--- src/spist_pkg.sv ---
package spist_pkg;

   // data path sizes
   localparam int DATA_W     = 32;
   localparam int FIFO_DEPTH = 4;
   localparam int PTR_W      = $clog2(FIFO_DEPTH);
   localparam int CNT_W      = 5;

   // register byte offsets
   localparam logic [7:0] STATUS_OFS  = 8'h00;
   localparam logic [7:0] CONTROL_OFS = 8'h04;
   localparam logic [7:0] DATA_OFS    = 8'h08;

   // serial_port_status field positions
   localparam int ST_RXCNT_LSB = 24;
   localparam int ST_TXCNT_LSB = 16;
   localparam int ST_FRAME_ERROR_FLAG    = 12;
   localparam int ST_BUSY      = 11;
   localparam int ST_TUR       = 8;
   localparam int ST_SHIFTER_EMPTY_FLAG      = 7;
   localparam int ST_ROV       = 6;
   localparam int ST_RBE       = 5;
   localparam int ST_TBE       = 3;
   localparam int ST_TBF       = 1;
   localparam int ST_RBF       = 0;
   localparam logic [31:0] ST_RSVD_MASK = 32'hE0E0_E614;

   // control register field positions
   localparam int CT_ON     = 0;
   localparam int CT_ENH    = 1;
   localparam int CT_FRM    = 2;
   localparam int CT_TOLTUR = 8;
   localparam int CT_TOLROV = 9;
   localparam int CT_TUREN  = 10;
   localparam int CT_ROVEN  = 11;
   localparam int CT_FEEN   = 12;

   // reset values
   localparam logic TBE_RST = 1'b1;

   typedef struct packed {
      logic frame_error_event_enable;
      logic overflow_event_enable;
      logic underrun_event_enable;
      logic overflow_tolerate;
      logic underrun_tolerate;
      logic framed_mode_enable;
      logic enhanced_buffer_select;
      logic on;
   } spist_ctrl_t;

   typedef struct packed {
      spist_ctrl_t       ctrl;
      logic              frame_error_flag;
      logic              tx_underrun_flag;
      logic              rx_overflow_flag;
      logic              tx_buffer_empty_flag;
      logic              halted;
      logic              ack;
      logic              evt;
      logic              rd_status;
      logic [DATA_W-1:0] rdata;
   } spist_state_t;

endpackage

--- src/spist_top.sv ---
// Functional notes
// - status bits 28:24 give receive element count, enhanced mode meaning
// - status bits 20:16 give transmit element count, enhanced mode meaning
// - bit 12 frame error set by hardware in framed mode, software clears
// - bit 11 high while the shifter is active or transmit data waits in the buffer, low otherwise
// - bit 8 underrun set in framed mode, cleared only by module disable
// - bit 7 shows shift register empty, enhanced mode meaning
// - word arriving while receive buffer full is dropped, bit 6 set
// - bit 5 high when cpu read pointer equals serial write pointer
// - bit 3 set on transmit move to shifter, cleared on data write
// - standard mode bit 1 set by data write, cleared on move out
// - enhanced mode bit 1 high when cpu write pointer plus one hits read
// - standard mode bit 0 set on receive move, cleared on data read
// - enhanced mode bit 0 high when serial write pointer plus one hits read
// - unimplemented status bits read as zero
// - error event raised only when matching event enable is set
// - tolerated overflow keeps fifo data, otherwise overflow stops module
// - tolerated underrun sends zeros, otherwise underrun stops module
//
// The address map and the Wishbone slave port were decided locally.
`timescale 1ns/1ps

module spist_fifo #(
   parameter int WIDTH = 32,
   parameter int DEPTH = 4
) (
   // clock and reset
   input  wire logic                       clk_i,
   input  wire logic                       rst_i,
   // filling side
   input  wire logic                       in_valid_i,
   output logic                            in_ready_o,
   input  wire logic [WIDTH-1:0]           in_data_i,
   // draining side
   output logic                            out_valid_o,
   input  wire logic                       out_ready_i,
   output logic [WIDTH-1:0]                out_data_o,
   // pointers and fill level
   output logic [$clog2(DEPTH)-1:0]        wptr_o,
   output logic [$clog2(DEPTH)-1:0]        rptr_o,
   output logic [$clog2(DEPTH)-1:0]        count_o
);
   localparam int AW = $clog2(DEPTH);

   typedef struct packed {
      logic [DEPTH-1:0][WIDTH-1:0] mem;
      logic [AW-1:0]               wp;
      logic [AW-1:0]               rp;
   } spist_fifo_st_t;

   spist_fifo_st_t fifo_reg;
   spist_fifo_st_t fifo_next;

   // one slot kept free so that full and empty differ by pointers alone
   assign in_ready_o  = AW'(fifo_reg.wp + 1'b1) != fifo_reg.rp;
   assign out_valid_o = fifo_reg.wp != fifo_reg.rp;
   assign out_data_o  = fifo_reg.mem[fifo_reg.rp];
   assign wptr_o      = fifo_reg.wp;
   assign rptr_o      = fifo_reg.rp;
   assign count_o     = AW'(fifo_reg.wp - fifo_reg.rp);

   always_comb begin
      fifo_next = fifo_reg;
      if (in_valid_i && in_ready_o) begin
         fifo_next.mem[fifo_reg.wp] = in_data_i;
         fifo_next.wp               = AW'(fifo_reg.wp + 1'b1);
      end
      if (out_valid_o && out_ready_i) begin
         fifo_next.rp = AW'(fifo_reg.rp + 1'b1);
      end
   end

   always_ff @(posedge clk_i) begin
      if (rst_i) begin
         fifo_reg <= '0;
      end else begin
         fifo_reg <= fifo_next;
      end
   end

endmodule

module spist_top
   import spist_pkg::*;
(
   // clock and reset
   input  wire logic              clk_i,
   input  wire logic              rst_i,
   // wishbone slave
   input  wire logic              cyc_i,
   input  wire logic              stb_i,
   input  wire logic              we_i,
   input  wire logic [7:0]        adr_i,
   input  wire logic [3:0]        sel_i,
   input  wire logic [DATA_W-1:0] dat_i,
   output logic [DATA_W-1:0]      dat_o,
   output logic                   ack_o,
   // shift register side, same clock
   output logic                   ser_enable_o,
   input  wire logic              ser_tx_req_i,
   output logic                   ser_tx_valid_o,
   output logic [DATA_W-1:0]      ser_tx_data_o,
   input  wire logic              ser_rx_valid_i,
   output logic                   ser_rx_ready_o,
   input  wire logic [DATA_W-1:0] ser_rx_data_i,
   input  wire logic              ser_frame_err_i,
   input  wire logic              ser_active_i,
   // error event
   output logic                   error_event_o
);

   spist_state_t st_reg;
   spist_state_t st_next;

   logic              req;
   logic              wr;
   logic              rd;
   logic              a_st;
   logic              a_ct;
   logic              a_dat;
   logic              run;
   logic              tx_ok;
   logic              rx_ok;
   logic              tx_in_valid;
   logic              tx_in_ready;
   logic              tx_out_valid;
   logic [DATA_W-1:0] tx_head;
   logic [PTR_W-1:0]  tx_wptr;
   logic [PTR_W-1:0]  tx_rptr;
   logic [PTR_W-1:0]  tx_cnt;
   logic              rx_in_valid;
   logic              rx_in_ready;
   logic              rx_out_valid;
   logic [DATA_W-1:0] rx_head;
   logic [PTR_W-1:0]  rx_wptr;
   logic [PTR_W-1:0]  rx_rptr;
   logic [PTR_W-1:0]  rx_cnt;
   logic              cpu_push;
   logic              cpu_pop;
   logic              tx_pop;
   logic              underrun;
   logic              rx_take;
   logic              overflow;
   logic              frame_set;
   logic              evt_now;
   logic [31:0]       status_w;
   logic [31:0]       ctrl_w;

   function automatic logic ptr_hits(input logic [PTR_W-1:0] a,
                                     input logic [PTR_W-1:0] b);
      return PTR_W'(a + 1'b1) == b;
   endfunction

   // bus request decode
   assign req   = cyc_i && stb_i && !st_reg.ack;
   assign wr    = req && we_i;
   assign rd    = req && !we_i;
   assign a_st  = adr_i == STATUS_OFS;
   assign a_ct  = adr_i == CONTROL_OFS;
   assign a_dat = adr_i == DATA_OFS;
   assign run   = st_reg.ctrl.on && !st_reg.halted;

   // standard mode holds a single word per direction
   assign tx_ok = st_reg.ctrl.enhanced_buffer_select || tx_cnt == '0;
   assign rx_ok = st_reg.ctrl.enhanced_buffer_select || rx_cnt == '0;

   assign tx_in_valid = wr && a_dat && (|sel_i) && tx_ok;
   assign cpu_push    = tx_in_valid && tx_in_ready;
   assign cpu_pop     = rd && a_dat && rx_out_valid;
   assign tx_pop      = run && ser_tx_req_i && tx_out_valid;
   assign underrun    = run && ser_tx_req_i && !tx_out_valid &&
                        st_reg.ctrl.framed_mode_enable;
   assign rx_in_valid = run && ser_rx_valid_i && rx_ok;
   assign rx_take     = rx_in_valid && rx_in_ready;
   assign overflow    = run && ser_rx_valid_i && !(rx_ok && rx_in_ready);
   assign frame_set   = run && st_reg.ctrl.framed_mode_enable &&
                        ser_frame_err_i;

   spist_fifo #(
      .WIDTH (DATA_W),
      .DEPTH (FIFO_DEPTH)
   ) u_tx_fifo (
      .clk_i       (clk_i),
      .rst_i       (rst_i),
      .in_valid_i  (tx_in_valid),
      .in_ready_o  (tx_in_ready),
      .in_data_i   (dat_i),
      .out_valid_o (tx_out_valid),
      .out_ready_i (tx_pop),
      .out_data_o  (tx_head),
      .wptr_o      (tx_wptr),
      .rptr_o      (tx_rptr),
      .count_o     (tx_cnt)
   );

   spist_fifo #(
      .WIDTH (DATA_W),
      .DEPTH (FIFO_DEPTH)
   ) u_rx_fifo (
      .clk_i       (clk_i),
      .rst_i       (rst_i),
      .in_valid_i  (rx_in_valid),
      .in_ready_o  (rx_in_ready),
      .in_data_i   (ser_rx_data_i),
      .out_valid_o (rx_out_valid),
      .out_ready_i (cpu_pop),
      .out_data_o  (rx_head),
      .wptr_o      (rx_wptr),
      .rptr_o      (rx_rptr),
      .count_o     (rx_cnt)
   );

   // serial side outputs
   assign ser_enable_o   = run;
   assign ser_tx_valid_o = run && tx_out_valid;
   assign ser_tx_data_o  = tx_out_valid ? tx_head : '0;
   assign ser_rx_ready_o = run && rx_ok && rx_in_ready;

   // bus and event outputs
   assign dat_o         = st_reg.rdata;
   assign ack_o         = st_reg.ack;
   assign error_event_o = st_reg.evt;

   assign evt_now =
      (overflow && st_reg.ctrl.overflow_event_enable) ||
      (underrun && st_reg.ctrl.underrun_event_enable) ||
      (frame_set && st_reg.ctrl.frame_error_event_enable);

   // status word assembly
   always_comb begin
      status_w = '0;
      status_w[ST_RXCNT_LSB +: CNT_W] = CNT_W'(rx_cnt);
      status_w[ST_TXCNT_LSB +: CNT_W] = CNT_W'(tx_cnt);
      status_w[ST_FRAME_ERROR_FLAG] = st_reg.frame_error_flag;
      status_w[ST_BUSY]   = ser_active_i || tx_out_valid;
      status_w[ST_TUR]    = st_reg.tx_underrun_flag;
      status_w[ST_SHIFTER_EMPTY_FLAG]   = !ser_active_i;
      status_w[ST_ROV]    = st_reg.rx_overflow_flag;
      status_w[ST_RBE]    = rx_rptr == rx_wptr;
      status_w[ST_TBE]    = st_reg.tx_buffer_empty_flag;
      status_w[ST_TBF]    = st_reg.ctrl.enhanced_buffer_select ?
                            ptr_hits(tx_wptr, tx_rptr) : tx_cnt != '0;
      status_w[ST_RBF]    = st_reg.ctrl.enhanced_buffer_select ?
                            ptr_hits(rx_wptr, rx_rptr) : rx_cnt != '0;
   end

   always_comb begin
      ctrl_w            = '0;
      ctrl_w[CT_ON]     = st_reg.ctrl.on;
      ctrl_w[CT_ENH]    = st_reg.ctrl.enhanced_buffer_select;
      ctrl_w[CT_FRM]    = st_reg.ctrl.framed_mode_enable;
      ctrl_w[CT_TOLTUR] = st_reg.ctrl.underrun_tolerate;
      ctrl_w[CT_TOLROV] = st_reg.ctrl.overflow_tolerate;
      ctrl_w[CT_TUREN]  = st_reg.ctrl.underrun_event_enable;
      ctrl_w[CT_ROVEN]  = st_reg.ctrl.overflow_event_enable;
      ctrl_w[CT_FEEN]   = st_reg.ctrl.frame_error_event_enable;
   end

   always_comb begin
      st_next           = st_reg;
      st_next.ack       = req;
      st_next.evt       = evt_now;
      st_next.rd_status = rd && a_st;
      if (rd) begin
         if (a_st) begin
            st_next.rdata = status_w;
         end else if (a_ct) begin
            st_next.rdata = ctrl_w;
         end else if (a_dat && rx_out_valid) begin
            st_next.rdata = rx_head;
         end else begin
            st_next.rdata = '0;
         end
      end
      if (wr && a_ct && sel_i[0]) begin
         st_next.ctrl.on                     = dat_i[CT_ON];
         st_next.ctrl.enhanced_buffer_select = dat_i[CT_ENH];
         st_next.ctrl.framed_mode_enable     = dat_i[CT_FRM];
      end
      if (wr && a_ct && sel_i[1]) begin
         st_next.ctrl.underrun_tolerate        = dat_i[CT_TOLTUR];
         st_next.ctrl.overflow_tolerate        = dat_i[CT_TOLROV];
         st_next.ctrl.underrun_event_enable    = dat_i[CT_TUREN];
         st_next.ctrl.overflow_event_enable    = dat_i[CT_ROVEN];
         st_next.ctrl.frame_error_event_enable = dat_i[CT_FEEN];
      end
      if (wr && a_st && sel_i[0] && !dat_i[ST_ROV]) begin
         st_next.rx_overflow_flag = 1'b0;
      end
      if (wr && a_st && sel_i[1] && !dat_i[ST_FRAME_ERROR_FLAG]) begin
         st_next.frame_error_flag = 1'b0;
      end
      if (!st_reg.ctrl.on) begin
         st_next.tx_underrun_flag = 1'b0;
         st_next.halted           = 1'b0;
      end
      if (cpu_push) begin
         st_next.tx_buffer_empty_flag = 1'b0;
      end
      if (tx_pop) begin
         st_next.tx_buffer_empty_flag = 1'b1;
      end
      if (overflow) begin
         st_next.rx_overflow_flag = 1'b1;
      end
      if (frame_set) begin
         st_next.frame_error_flag = 1'b1;
      end
      if (underrun) begin
         st_next.tx_underrun_flag = 1'b1;
      end
      if ((overflow && !st_reg.ctrl.overflow_tolerate) ||
          (underrun && !st_reg.ctrl.underrun_tolerate)) begin
         st_next.halted = 1'b1;
      end
   end

   always_ff @(posedge clk_i) begin
      if (rst_i) begin
         st_reg                      <= '0;
         st_reg.tx_buffer_empty_flag <= TBE_RST;
      end else begin
         st_reg <= st_next;
      end
   end
endmodule

--- config.mk ---
export PLATFORM = sky130hd
export DESIGN_NAME = spist_top
export DESIGN_NICKNAME = d
export VERILOG_FILES = /design/src/spist_pkg.sv /design/src/spist_top.sv
export SDC_FILE = /design/constraint.sdc
export NUM_CORES = 1
export LEC_CHECK = 0
export BUFFER_PORTS_ARGS = -buffer_cell sky130_fd_sc_hd__clkbuf_2
export CAP_MARGIN = 20
export CORE_AREA = 2 2 197 199
export CTS_BUF_LIST = sky130_fd_sc_hd__clkbuf_16
export CTS_CLUSTER_SIZE = 16
export DETAILED_ROUTE_END_ITERATION = 6
export DIE_AREA = 0 0 199 201
export HOLD_SLACK_MARGIN = 0.1
export PLACE_DENSITY = 0.54
export RECOVER_POWER = 25
export SYNTH_ARGS = -nofsm -noshare
export SYNTH_HDL_FRONTEND = slang
export SYNTH_SLANG_ARGS = --single-unit
--- constraint.sdc ---
create_clock -name clk_i -period 2.65 [get_ports clk_i]
set_clock_uncertainty 0.2 [all_clocks]
set_input_delay 0.53 -clock clk_i [delete_from_list [all_inputs] [get_ports clk_i]]
set_output_delay 0.53 -clock clk_i [all_outputs]
set_load 0.01 [all_outputs]
**Yosys cells after proc, flatten, opt, wreduce, memory -nomap -nowiden**

Cells that the tools add are included.

- Bits of input ports: 85
- Register bits: 311
- Output and inout port bits: 69
- Latch bits: 0
- Word-level logic and storage cells: 142
- Bits in writable memories: 0
- Memories: 0
- ROM bits: 0

- Shifts and indexed selects: 0
- Equality and inequality tests: 11
- Multiply operators: 0
- Bitwise gates (word level): 0
- Add/sub/neg operators: 6
- Magnitude comparators: 6
- Mux-type cells: 23
- Divide/modulo/power cells: 0
- Reductions and logical operators: 68

Operators with widths:

| cell | number |
|---|---|
| 128-bit bitwise mux | 2 |
| 32-bit 2-to-1 mux | 8 |
| 32-bit binary-select mux with 2-bit select | 2 |
| 32-bit demux with 2-bit select | 2 |
| 1-bit logical AND | 43 |
| 2-bit by 3-bit less-than comparator with 1-bit output (second input constant) | 4 |
| 1-bit logical NOT | 10 |
| 1-bit 2-to-1 mux | 9 |
| 2-bit by 1-bit adder with 2-bit output (second input constant) | 4 |
| 8-bit by 3-bit == test with 1-bit output (second input constant) | 1 |
| 8-bit by 4-bit == test with 1-bit output (second input constant) | 1 |
| 8-bit logical NOT | 1 |
| 2-bit inequality test | 4 |
| 2-bit nonzero test | 4 |
| 2-bit == test | 3 |
| 1-bit logical OR | 6 |
| 2-bit by 1-bit greater-or-equal comparator with 1-bit output (second input constant) | 2 |
| 2-bit logical NOT | 2 |
| 2-bit by 1-bit inequality test with 1-bit output (second input constant) | 2 |
| 4-bit OR reduction | 1 |
| 2-bit subtractor | 2 |
| 2-bit OR reduction | 1 |

**Longest topological paths before layout**

Gate-level depths: netlist of run 1.

- Depth in word-level cells: 9
- Mapped depth: 9
- Gate-level depth less buffers: 7

**Hierarchy**

Synthesis of run 1 repeated with hierarchy kept, for this count alone.

- Cell total of the unflattened synthesis: 1360
- Area total of the unflattened synthesis: 15063.2 um^2

By module, submodules not included:

| module | cells an instance | area each (um^2) | instances | sequential area each (um^2) |
|---|---|---|---|---|
| spist_fifo | 535 | 6242.2 | 2 | 2642.5 |
| spist_top | 290 | 2578.7 | 1 | 940.9 |

**Worst setup path before layout of run 1**

Ideal clock, no wire load.

- Kind: register -> output
- Start: register u_tx_fifo.fifo_reg, in the netlist u_tx_fifo.rptr_o[1]
- End: output port ser_tx_data_o[10]
- Required time: 1.920 ns
- Path buffers: 2
- Path slack: 0.193 ns
- Stages on the path, launching flop included: 5
- Arrival: 1.727 ns
- Cell sequence: dfxtp_1 > buf_2 > buf_1 > mux4_2 > nor2b_1

- Cells in the longest elaborated chain, start to end: 3
- Elaborated cells on any way between the ends: 4
- Classes of those cells: 1 x eq/ne; 3 x mux

RTL lines:

| item | RTL line | text |
|---|---|---|
| from (decl) | spist_top.sv:51 | `spist_fifo_st_t fifo_reg;` |
| from (signal assigned) | spist_top.sv:77 | `fifo_reg <= fifo_next;` |
| 32-bit binary-select mux with 2-bit select | spist_top.sv:57 | `assign out_data_o = fifo_reg.mem[fifo_reg.rp];` |
| 32-bit 2-to-1 mux (implied by the code) | spist_top.sv:57 |  |
| 32-bit 2-to-1 mux (*) | spist_top.sv:216 | `assign ser_tx_data_o = tx_out_valid ? tx_head : '0;` |
| to (decl) | spist_top.sv:102 | `output logic [DATA_W-1:0] ser_tx_data_o,` |

Every way passes the cells marked *; elsewhere a longest branch is shown, timed or not. The select of a mux whose other input is x is not followed.

**Final worst setup path of run 1**

- Start: register u_tx_fifo.fifo_reg, in the netlist u_tx_fifo.rptr_o[1]
- End: output port ser_tx_data_o[8]

The elaborated chain is that of the path after synthesis.

==> reports/qor.yml, run 1 <==
clock_tree:
  clock_latency_ns: 0.52
  cts_tree: "done"
  htreeDepth: 2
  clk_pin_slew_worst_paths_ns: 0.06
  clockBufferDepth: 3
  cts_buffers: 36
  root_buffer: "clkbuf_16"
  clock_sink_count: 311
yosys:
  synth-edff-count: 0
  syn-num-nets: 1678
  yosysMostFrequentCell: "dfxtp_1"
  avgSynthCellArea_um2: 8.75
  ys_ff_latch: 311
  async_reset_ff_share_pct: 0
  yosys.area.top_type_share_pct: 45.0
  synthTopCellsByArea: "dfxtp_1 (45%), mux4_2 (10%), a21oi_1 (9.9%)"
  yosysTopAreaCell: "dfxtp_1"
  synth_cell_types: 54
  synth_flop_cell: "dfxtp_1"
  ys_seq_area_share_pct: 45.0
  syn_inst: 1583
  synth_area_um2: 13800
  yosysWarnings: 0
  synth_common_cells: "dfxtp_1 (311), nand2_1 (277), a21oi_1 (274), nand3_1 (132), o21ai_0 (129)"
sta:
  hold_violations: 0
  rsz0062_at_grt: "yes"
  setup_violations: 4
  fin_crit_sh_pct: 101
  setup_slack_ns: -0.0279
  period_needed_ns: 2.68
  slew-limit-headroom_pct: 15.6
  drv_slew: 0
  tightest_slew_ns: 1.27
  fmax_mhz: 373
grt:
  antenna_found_initial: 2
  overflow: 0
  grt_use_total_pct: 21.3
  grt_max_degree: 84
  grt_pass1_wl_um: 67700
  grt_pass1_vias: 12000
flow_run:
  cap_violations: 0
power_and_ir_drop:
  p_per_area_nw_per_um2: 556
  peakVddDrop_mv: 0.450
  p_leak_nw: 5.73
floorplanning:
  io_pins: 154
  start_util_pct: 36.3
  core.rowCount: 72
  fp.dieW_um: 199
  die_height_um: 201
  fp.coreArea_um2: 38100
  die-area_um2: 40000
worst_hold_path:
  worst_hold_path_type: "primary input to flip-flop"
placed_design:
  dpl.hpwl_um: 25300
  pre_cts_ws_ns: 0.101
  place.gp.congestion: 0.766
  port_buffers: 153
routing:
  wl_per_cell_um: 19.1
  vias: 12100
  first_iter_violations: 880
  via_per_inst: 5.35
  drtPass1Iterations: 5
  ant_nets: 0
  routed_wl_um: 43400
  drc: 0
worst_setup_path:
  crit_fanout: 5
  path_class: "flip-flop to primary output"
  crit_path_end_kind: "primary output"
  startpoint_type: "flip-flop"
  critPathArrivalTime_ns: 1.95
  crit_required_ns: 1.92
cells_and_area:
  layout-drive-gt1-share_pct: 20.3
  utilization_pct: 45.5
  finalNetCount: 1817
  syn_to_final_growth_pct: 25.2
status:
  violations: "setup timing"
  status: "finished with violations"
power breakdown:
part           switching (mW)  leakage (nW)  internal [mW]  total (mW)
registers            0.000464          2.51           4.67        4.67
logic                   0.201          2.64          0.124       0.324
clock network            1.97         0.575           2.67        4.64
total                    2.17          5.73           7.47        9.64
cell type report:
cell class                      instances  area (µm²)
Antenna cell                            2        5.00
Sequential cell                       311        6240
Clock inverter                         26         140
Multi-Input combinational cell       1077        6950
Timing Repair Buffer                  280        2340
Fill cell                            3732       20800
Tap cell                              518         648
Clock buffer                           38         951
Inverter                               16        67.6
kinds of logic after synthesis:
family	share of synthesized area, %
buf+inv	7.06
simple gates	16.7
mux	11.1
compound gates	18.7
fa+ha+maj	0.904
flops	45.0
xor+xnor	0.696
routing by layer:
metal	share of wire [%]	GRT usage, %
met5	0	0
met3	5.4	3.41
met1	43	27.8
met4	2.2	6.21
met2	49	36.3
worst max-delay path, stage by stage, from the launching register on:
cell and delay (ns):
dfxtp_4 0.41, buf_12 0.16, mux4_2 0.58, nor2b_4 0.16, buf_6 0.11
layout by cell type (no fill, tap or decap), types with 4 or more instances in the layout:
master,count
dfxtp_1,305
nand2_1,277
a21oi_1,273
nand3_1,132
o21ai_0,129
clkbuf_2,88
mux4_2,64
dlygate4sd3_1,54
nor2_1,43
clkbuf_16,40
clkbuf_1,38
buf_4,36
a22oi_1,24
buf_12,24
inv_1,22
buf_6,21
nor2b_4,19
nor2b_1,15
buf_2,12
clkinv_1,10
xnor2_1,9
mux2i_1,9
ha_1,7
and2_1,4
nand2b_1,4
o2111a_1,4
o2111ai_2,4
a32oi_1,4
dfxtp_2,4
through the flow:
step | instances | TNS [ns] | instance area [µm²] | power, mW | hold WS (ns)
5_1_grt | 2268 | -1.21 | 17300 | 9.97 | 0.119
6_report | 2268 | -0.0590 | 17300 | 9.64 | 0.119
2_1_floorplan | 1583 | 0 | 13800 | 4.87 | 0.232
4_1_cts | 2261 | -0.979 | 17100 | 9.75 | 0.101
3_5_place_dp | 2127 | 0 | 15100 | 5.04 | 0.245
3_3_place_gp | 2127 | 0 | 15100 | 5.04 | 0.239
what timing repair did:
action                                  in CTS  in global routing
hold buffers                                54                  0
gates resized for setup                     43                 76
pin swaps                                    3                  7
endpoints found under the setup margin      34                 34
cloned                                       5                  2
buffers inserted                            11                  7
hold endpoints to repair                   204                  0
final timing paths:
check	slack, ns	cells after the start	end	from
setup / recovery	-0.03	4	ser_tx_data_o[8]	u_tx_fifo.rptr_o[1]$_SDFFE_PP0P_
hold / removal	0.12	3	u_tx_fifo.fifo_reg[35]$_SDFFE_PP0P_	dat_i[31]
setup reg to reg	0.14	8	u_tx_fifo.fifo_reg[20]$_SDFFE_PP0P_	u_tx_fifo.rptr_o[0]$_SDFFE_PP0P_
hold reg to reg	0.25	2	u_rx_fifo.fifo_reg[94]$_SDFFE_PP0P_	u_rx_fifo.fifo_reg[94]$_SDFFE_PP0P_
(Power assumes the default switching activity.)
==> run 2: changes to the inputs <==
ABC_AREA = 1   (was default)
CORE_AREA = 2 2 207 209   (was 2 2 197 199)
DIE_AREA = 0 0 209 211   (was 0 0 199 201)
==> reports/qor.yml, run 2 <==
status:
  status: "complete, no violations"
sta:
  slew-limit-headroom_pct: 45.0  # +29 points
  drv_slew: 0  # unchanged
  setup_violations: 0  # -4
  rsz0062_at_grt: "yes"
  fin_crit_sh_pct: 97.1  # -4.0 points
  tns_ns: 0  # +0.0590 ns
  period_needed_ns: 2.57  # -0.105 ns
  fmax_mhz: 389  # +4.1%
  setup_slack_ns: 0.0774  # +0.105 ns
  tightest_slew_ns: 0.825  # -0.441 ns
  hold_violations: 0  # unchanged
worst_setup_path:
  critPathArrivalTime_ns: 1.84  # -0.11 ns
  startpoint_type: "flip-flop"
  ff2ff_setup_slack_ns: 0.18  # +0.04 ns
  path_class: "flip-flop to primary output"
  crit_fanout: 9  # +4
  crit_required_ns: 1.92  # about the same
  crit_path_end_kind: "primary output"
yosys:
  yosysWarnings: 0  # unchanged
  synth_cell_types: 31  # -43%
  async_reset_ff_share_pct: 0  # unchanged
  synth_top_family_by_area: "simple AND/OR/NAND/NOR gates"
  yosys.area.top_type_share_pct: 40.5  # -4.5 points
  synth_xor_area_share_pct: 0.114  # -0.58 points
  ys_seq_area_share_pct: 40.5  # -4.5 points
  synth_area_um2: 15400  # +11%
  yosysMostFrequentCell: "nor2_1"
  synth_mux_area_share_pct: 0  # -11 points
  synthAdderAreaFrac_pct: 0.813  # -0.090 points
  synth_flop_cell: "dfxtp_1"
  synth-simple-area-share_pct: 33.8  # +17 points
  syn_inst: 2402  # +52%
  yosysTopAreaCell: "dfxtp_1"
  syn-num-nets: 2497  # +49%
  ys_ff_latch: 311  # unchanged
  synthTopCellsByArea: "dfxtp_1 (40%), nor2_1 (13%), nand2_1 (13%)"
  synth_common_cells: "nor2_1 (546), nand2_1 (539), dfxtp_1 (311), a21oi_1 (264), inv_1 (188)"
  synth_compound_area_share_pct: 13.3  # -5.4 points
  avgSynthCellArea_um2: 6.41  # -27%
  synth-edff-count: 0  # unchanged
grt:
  overflow: 0  # unchanged
  grt_use_total_pct: 20.6  # -0.74 points
  grt_pass1_wl_um: 73500  # +8.5%
  antenna_found_initial: 2  # unchanged
  grt_pass1_vias: 13600  # +13%
  grt_max_degree: 122  # +45%
cells_and_area:
  mostFrequentLayoutCells: "nor2_1 (547), nand2_1 (538), dfxtp_1 (304), a21oi_1 (236), inv_1 (200)"
  instances_no_fill: 3052  # +35%
  fill_cells: 4378  # +17%
  layout_commonest_cell: "nor2_1"
  syn_to_final_growth_pct: 18.4
  regArea_um2: 6240  # +0.10%
  finalNetCount: 2583  # +42%
  layout-drive-gt1-share_pct: 11.0  # -9.3 points
  multiInputGateArea_um2: 7590  # +9.2%
routing:
  routed_wl_um: 45500  # +4.9%
  drtPass1Iterations: 5  # unchanged
  ant_nets: 0  # unchanged
  vias: 14800  # +22%
  via_per_inst: 4.83  # -9.6%
  first_iter_violations: 922  # +4.8%
  drc: 0  # unchanged
  wl_per_cell_um: 14.9  # -22%
floorplanning:
  start_util_pct: 36.8  # +0.50 points
  core.rowCount: 75  # +4.2%
  die_height_um: 211  # +5.0%
  fp.dieW_um: 209  # +5.0%
  fp.coreArea_um2: 41800  # +9.6%
  die-area_um2: 44100  # +10%
  io_pins: 154  # unchanged
clock_tree:
  cts_buffers: 37  # +2.8%
  root_buffer: "clkbuf_16"
  clockBufferDepth: 3  # unchanged
  htreeDepth: 2  # unchanged
  clk_pin_slew_worst_paths_ns: 0.06  # about the same
  clock_latency_ns: 0.55  # +0.03 ns
  clock_sink_count: 311  # unchanged
  cts_tree: "done"
placed_design:
  pre_cts_ws_ns: 0.245  # +0.144 ns
  dpl.hpwl_um: 27400  # +8.2%
  port_buffers: 153  # unchanged
  place_inst: 2942  # +38%
  place.gp.congestion: 0.814  # +6.3%
power_and_ir_drop:
  p_per_area_nw_per_um2: 532  # -4.4%
  p_leak_nw: 8.23  # +44%
  peakVddDrop_mv: 0.476  # +5.8%
  total_power_mw: 9.69  # +0.45%
worst_hold_path:
  worst_hold_path_type: "primary input to flip-flop"
flow_run:
  cap_violations: 0  # unchanged
## run 2: path summary, 6_finish.rpt
path / cells past startpoint / startpoint / to
setup / recovery: 7 / u_tx_fifo.wptr_o[0]$_SDFFE_PP0P_ / ser_tx_data_o[9]
hold / removal: 3 / dat_i[1] / ctrl_w[1]$_SDFFE_PP0P_
setup reg to reg: 9 / ctrl_w[0]$_SDFFE_PP0P_ / u_rx_fifo.fifo_reg[125]$_SDFFE_PP0P_
hold reg to reg: 2 / dat_o[20]$_SDFFE_PP0N_ / dat_o[20]$_SDFFE_PP0N_
## run 2: timing repair
item                                    CTS  global route
cloned                                    2             0
resized for setup                        70            28
buffers inserted                          5             0
hold endpoints to repair                138             0
endpoints found under the setup margin   34            28
hold buffers                             42             0
pin swaps                                 1             2
## run 2: final cells by class
| type | instances | share of cell area (%) |
|---|---|---|
| multi-input cells | 1699 | 41.7 |
| flip-flops and latches | 311 | 34.3 |
| repair buffers | 245 | 10.3 |
| clock buffers | 39 | 5.36 |
| inverters | 194 | 4.12 |
| well taps | 539 | 3.70 |
| clock inverters | 24 | 0.529 |
| diodes | 1 | 0.0137 |
## run 2: logic make-up after synthesis
kind of cell / Yosys count
AOI/OAI and AO/OA: 405
xor gates and xnor gates: 2
adders and majority gates: 10
buffers and inverters: 392
DFF: 311
and+or+nand+nor: 1282
## run 2: where the power goes
| group | internal (mW) | switching [mW] | total (mW) |
|---|---|---|---|
| clock network | 2.63 | 1.97 | 4.60 |
| logic | 0.148 | 0.251 | 0.399 |
| registers | 4.68 | 0.00477 | 4.69 |
## run 2: worst max-delay path, stage by stage, from the launching register on
cell and delay (ns):
dfxtp_4 0.36, inv_4 0.04, ha_4 0.24, nand3_4 0.11, inv_8 0.06, buf_8 0.15, a21oi_2 0.16, clkbuf_2 0.16
## run 2: per-stage QoR
| step | instance area, µm² | hold slack [ns] | utilization (%) |
|---|---|---|---|
| global route | 18200 | 0.138 | 43.6 |
| global placement | 16400 | 0.254 | 39.4 |
| CTS | 18300 | 0.104 | 43.8 |
| floorplan | 15400 | 0.239 | - |
| finish | 18200 | 0.132 | 43.6 |
| detailed placement | 16400 | 0.257 | 39.4 |
## run 2: routing by layer
metal,routed length (µm),vias to the layer above,global-route usage (%)
met5,13,-,0
met2,22000,294,35.6
met1,20400,6730,26.1
met4,1010,2,6.85
met3,2140,60,3.45
li1,-,7668,-
==> run 3: changes to the inputs <==
PLACE_DENSITY = 0.56   (was 0.54)
SLEW_MARGIN = 20   (was default)
==> reports/qor.yml, run 3 (synthesis results as in run 2) <==
routing:
  ant_nets: 0  # unchanged
  via_per_inst: 4.83  # about the same
  first_iter_violations: 922  # unchanged
  routed_wl_um: 45300  # -0.34%
  drtPass1Iterations: 7  # +2
  wl_per_cell_um: 14.8  # -0.70%
  vias: 14800  # +0.37%
  drc: 4  # +4
power_and_ir_drop:
  total_power_mw: 9.73  # +0.46%
  p_int_mw: 7.47  # +0.16%
  peakVddDrop_mv: 0.565  # +19%
  p_leak_nw: 8.33  # +1.2%
  switching_share_pct: 23.2  # +0.23 points
  power_frac_clock_pct: 47.9  # +0.4 points
  p_sw_mw: 2.26  # +1.5%
  p_per_area_nw_per_um2: 531  # about the same
  power_frac_seq_pct: 48.1  # -0.3 points
  combPwrFrac_pct: 4.0  # about the same
worst_hold_path:
  holdPathStages: 3  # unchanged
  worst_hold_path_type: "primary input to flip-flop"
  hp-start: "ser_rx_data_i[30]"
  min_to: "u_rx_fifo.fifo_reg[66]$_SDFFE_PP0P_"
sta:
  setup_violations: 0  # unchanged
  setup_slack_ns: 0.0538  # -0.0236 ns
  hold_violations: 0  # unchanged
  rsz0062_at_grt: "yes"
  period_needed_ns: 2.60  # +0.0236 ns
  holdWs_ns: 0.113  # -0.0189 ns
  drv_slew: 0  # unchanged
  fmax_mhz: 385  # -0.91%
  fin_crit_sh_pct: 98.0  # +0.89 points
  slew-limit-headroom_pct: 57.6  # +13 points
  tightest_slew_ns: 0.635  # -0.190 ns
  tns_ns: 0  # unchanged
clock_tree:
  cts_buffers: 37  # unchanged
  htreeDepth: 2  # unchanged
  root_buffer: "clkbuf_16"
  cts_tree: "done"
  clock_latency_ns: 0.52  # -0.03 ns
  clk_pin_slew_worst_paths_ns: 0.06  # about the same
  clock_sink_count: 311  # unchanged
  clockBufferDepth: 3  # unchanged
worst_setup_path:
  rr_startpoint: "u_rx_fifo.wptr_o[0]$_SDFFE_PP0P_"
  rr_worst_depth: 10  # +1
  crit_fanout: 5  # -4
  ff2ff_setup_slack_ns: 0.34  # +0.16 ns
  r2r-end: "u_rx_fifo.fifo_reg[17]$_SDFFE_PP0P_"
  crit_required_ns: 1.92  # about the same
  crit_path_end_kind: "primary output"
  critPathArrivalTime_ns: 1.87  # +0.03 ns
  path_class: "flip-flop to primary output"
  startpoint_type: "flip-flop"
cells_and_area:
  instances_no_fill: 3063  # +0.36%
  mostFrequentLayoutCells: "nor2_1 (545), nand2_1 (537), dfxtp_1 (304), a21oi_1 (243), inv_1 (191)"
  syn_to_final_growth_pct: 19.0
  insertedDiodeCount: 0  # -1
  layout-drive-gt1-share_pct: 12.0  # +0.98 points
  finalNetCount: 2591  # +0.31%
  layout_commonest_cell: "nor2_1"
  fill_cells: 4370  # -0.18%
floorplanning:
  fp.dieW_um: 209  # unchanged
  core.rowCount: 75  # unchanged
  io_pins: 154  # unchanged
  die_height_um: 211  # unchanged
  start_util_pct: 36.8  # unchanged
  die-area_um2: 44100  # unchanged
  fp.coreArea_um2: 41800  # unchanged
placed_design:
  place.gp.congestion: 0.805  # -1.2%
  place_inst: 2955  # +0.44%
  dpl.hpwl_um: 28400  # +3.6%
  pre_cts_ws_ns: 0.215  # -0.0297 ns
  port_buffers: 153  # unchanged
status:
  status: "finished with violations"
  violations: "DRC"
grt:
  grt_pass1_vias: 13800  # +0.78%
  grt_max_degree: 122  # unchanged
  overflow: 0  # unchanged
  antenna_found_initial: 1  # -1
  grt_use_total_pct: 20.1  # -0.50 points
  grt_pass1_wl_um: 72200  # -1.7%
flow_run:
  cap_violations: 0  # unchanged
==> run 3: power groups by stage <==
stage	Clock, mW	Sequential (mW)	Combinational, mW
after global placement	0	4.79	0.347
after floorplan	0	4.79	0.179
after CTS	4.79	4.69	0.393
after detailed placement	0	4.79	0.351
after global routing	4.99	4.68	0.427
final	4.66	4.68	0.386
==> run 3: critical path: stages (launching register included) <==
cell,delay [ns]
dfxtp_4,0.36
clkinvlp_4,0.14
ha_4,0.26
xnor2_2,0.13
nand2_2,0.10
nand2_4,0.08
nor2_4,0.14
buf_6,0.12
==> run 3: timing repair <==
item | 4_1_cts | 5_1_grt
hold endpoints to repair | 89 | 0
pin swaps | 1 | 7
gates cloned | 0 | 4
endpoints found under the setup margin | 34 | 33
resized for setup | 41 | 32
hold buffers | 32 | 0
buffers inserted | 1 | 4
==> run 3: cell type report <==
type | instances | area [µm²] | share of cell area, %
well taps | 539 | 674 | 3.68
multi-input cells | 1699 | 7580 | 41.4
repair buffers | 253 | 1970 | 10.7
clock buffers | 39 | 976 | 5.33
clock inverters | 28 | 121 | 0.663
inverters | 194 | 754 | 4.12
flip-flops and latches | 311 | 6240 | 34.1
==> run 3: worst max-delay path by stage <==
| stage | from | endpoint | slack, ns | depth (start not counted) |
|---|---|---|---|---|
| after floorplan | u_rx_fifo.wptr_o[0]$_SDFFE_PP0P_ | ser_rx_ready_o | 0.37 | 6 |
| after global placement | u_tx_fifo.wptr_o[0]$_SDFFE_PP0P_ | ser_tx_data_o[23] | 0.25 | 7 |
| after detailed placement | adr_i[1] | u_tx_fifo.fifo_reg[90]$_SDFFE_PP0P_ | 0.22 | 11 |
| after CTS | u_tx_fifo.rptr_o[1]$_SDFFE_PP0P_ | ser_tx_data_o[24] | 0.01 | 7 |
| after global routing | u_tx_fifo.rptr_o[0]$_SDFFE_PP0P_ | ser_tx_data_o[11] | -0.02 | 5 |
| final | u_rx_fifo.wptr_o[0]$_SDFFE_PP0P_ | ser_rx_ready_o | 0.05 | 7 |
==> run 3: per-stage QoR <==
step / util (%) / cell area, µm²
2_1_floorplan: - / 15400
3_3_place_gp: 39.7 / 16600
3_5_place_dp: 39.7 / 16600
4_1_cts: 43.5 / 18100
5_1_grt: 43.9 / 18300
6_report: 43.9 / 18300
==> run 3: metal layers <==
metal  GRT usage [%]  up-vias  wire [µm]
met3            2.88       67       1870
met1            25.7     6776      20400
met5               0        -         12
met4            6.06        2       1090
met2            35.1      277      22000
li1                -     7686          -
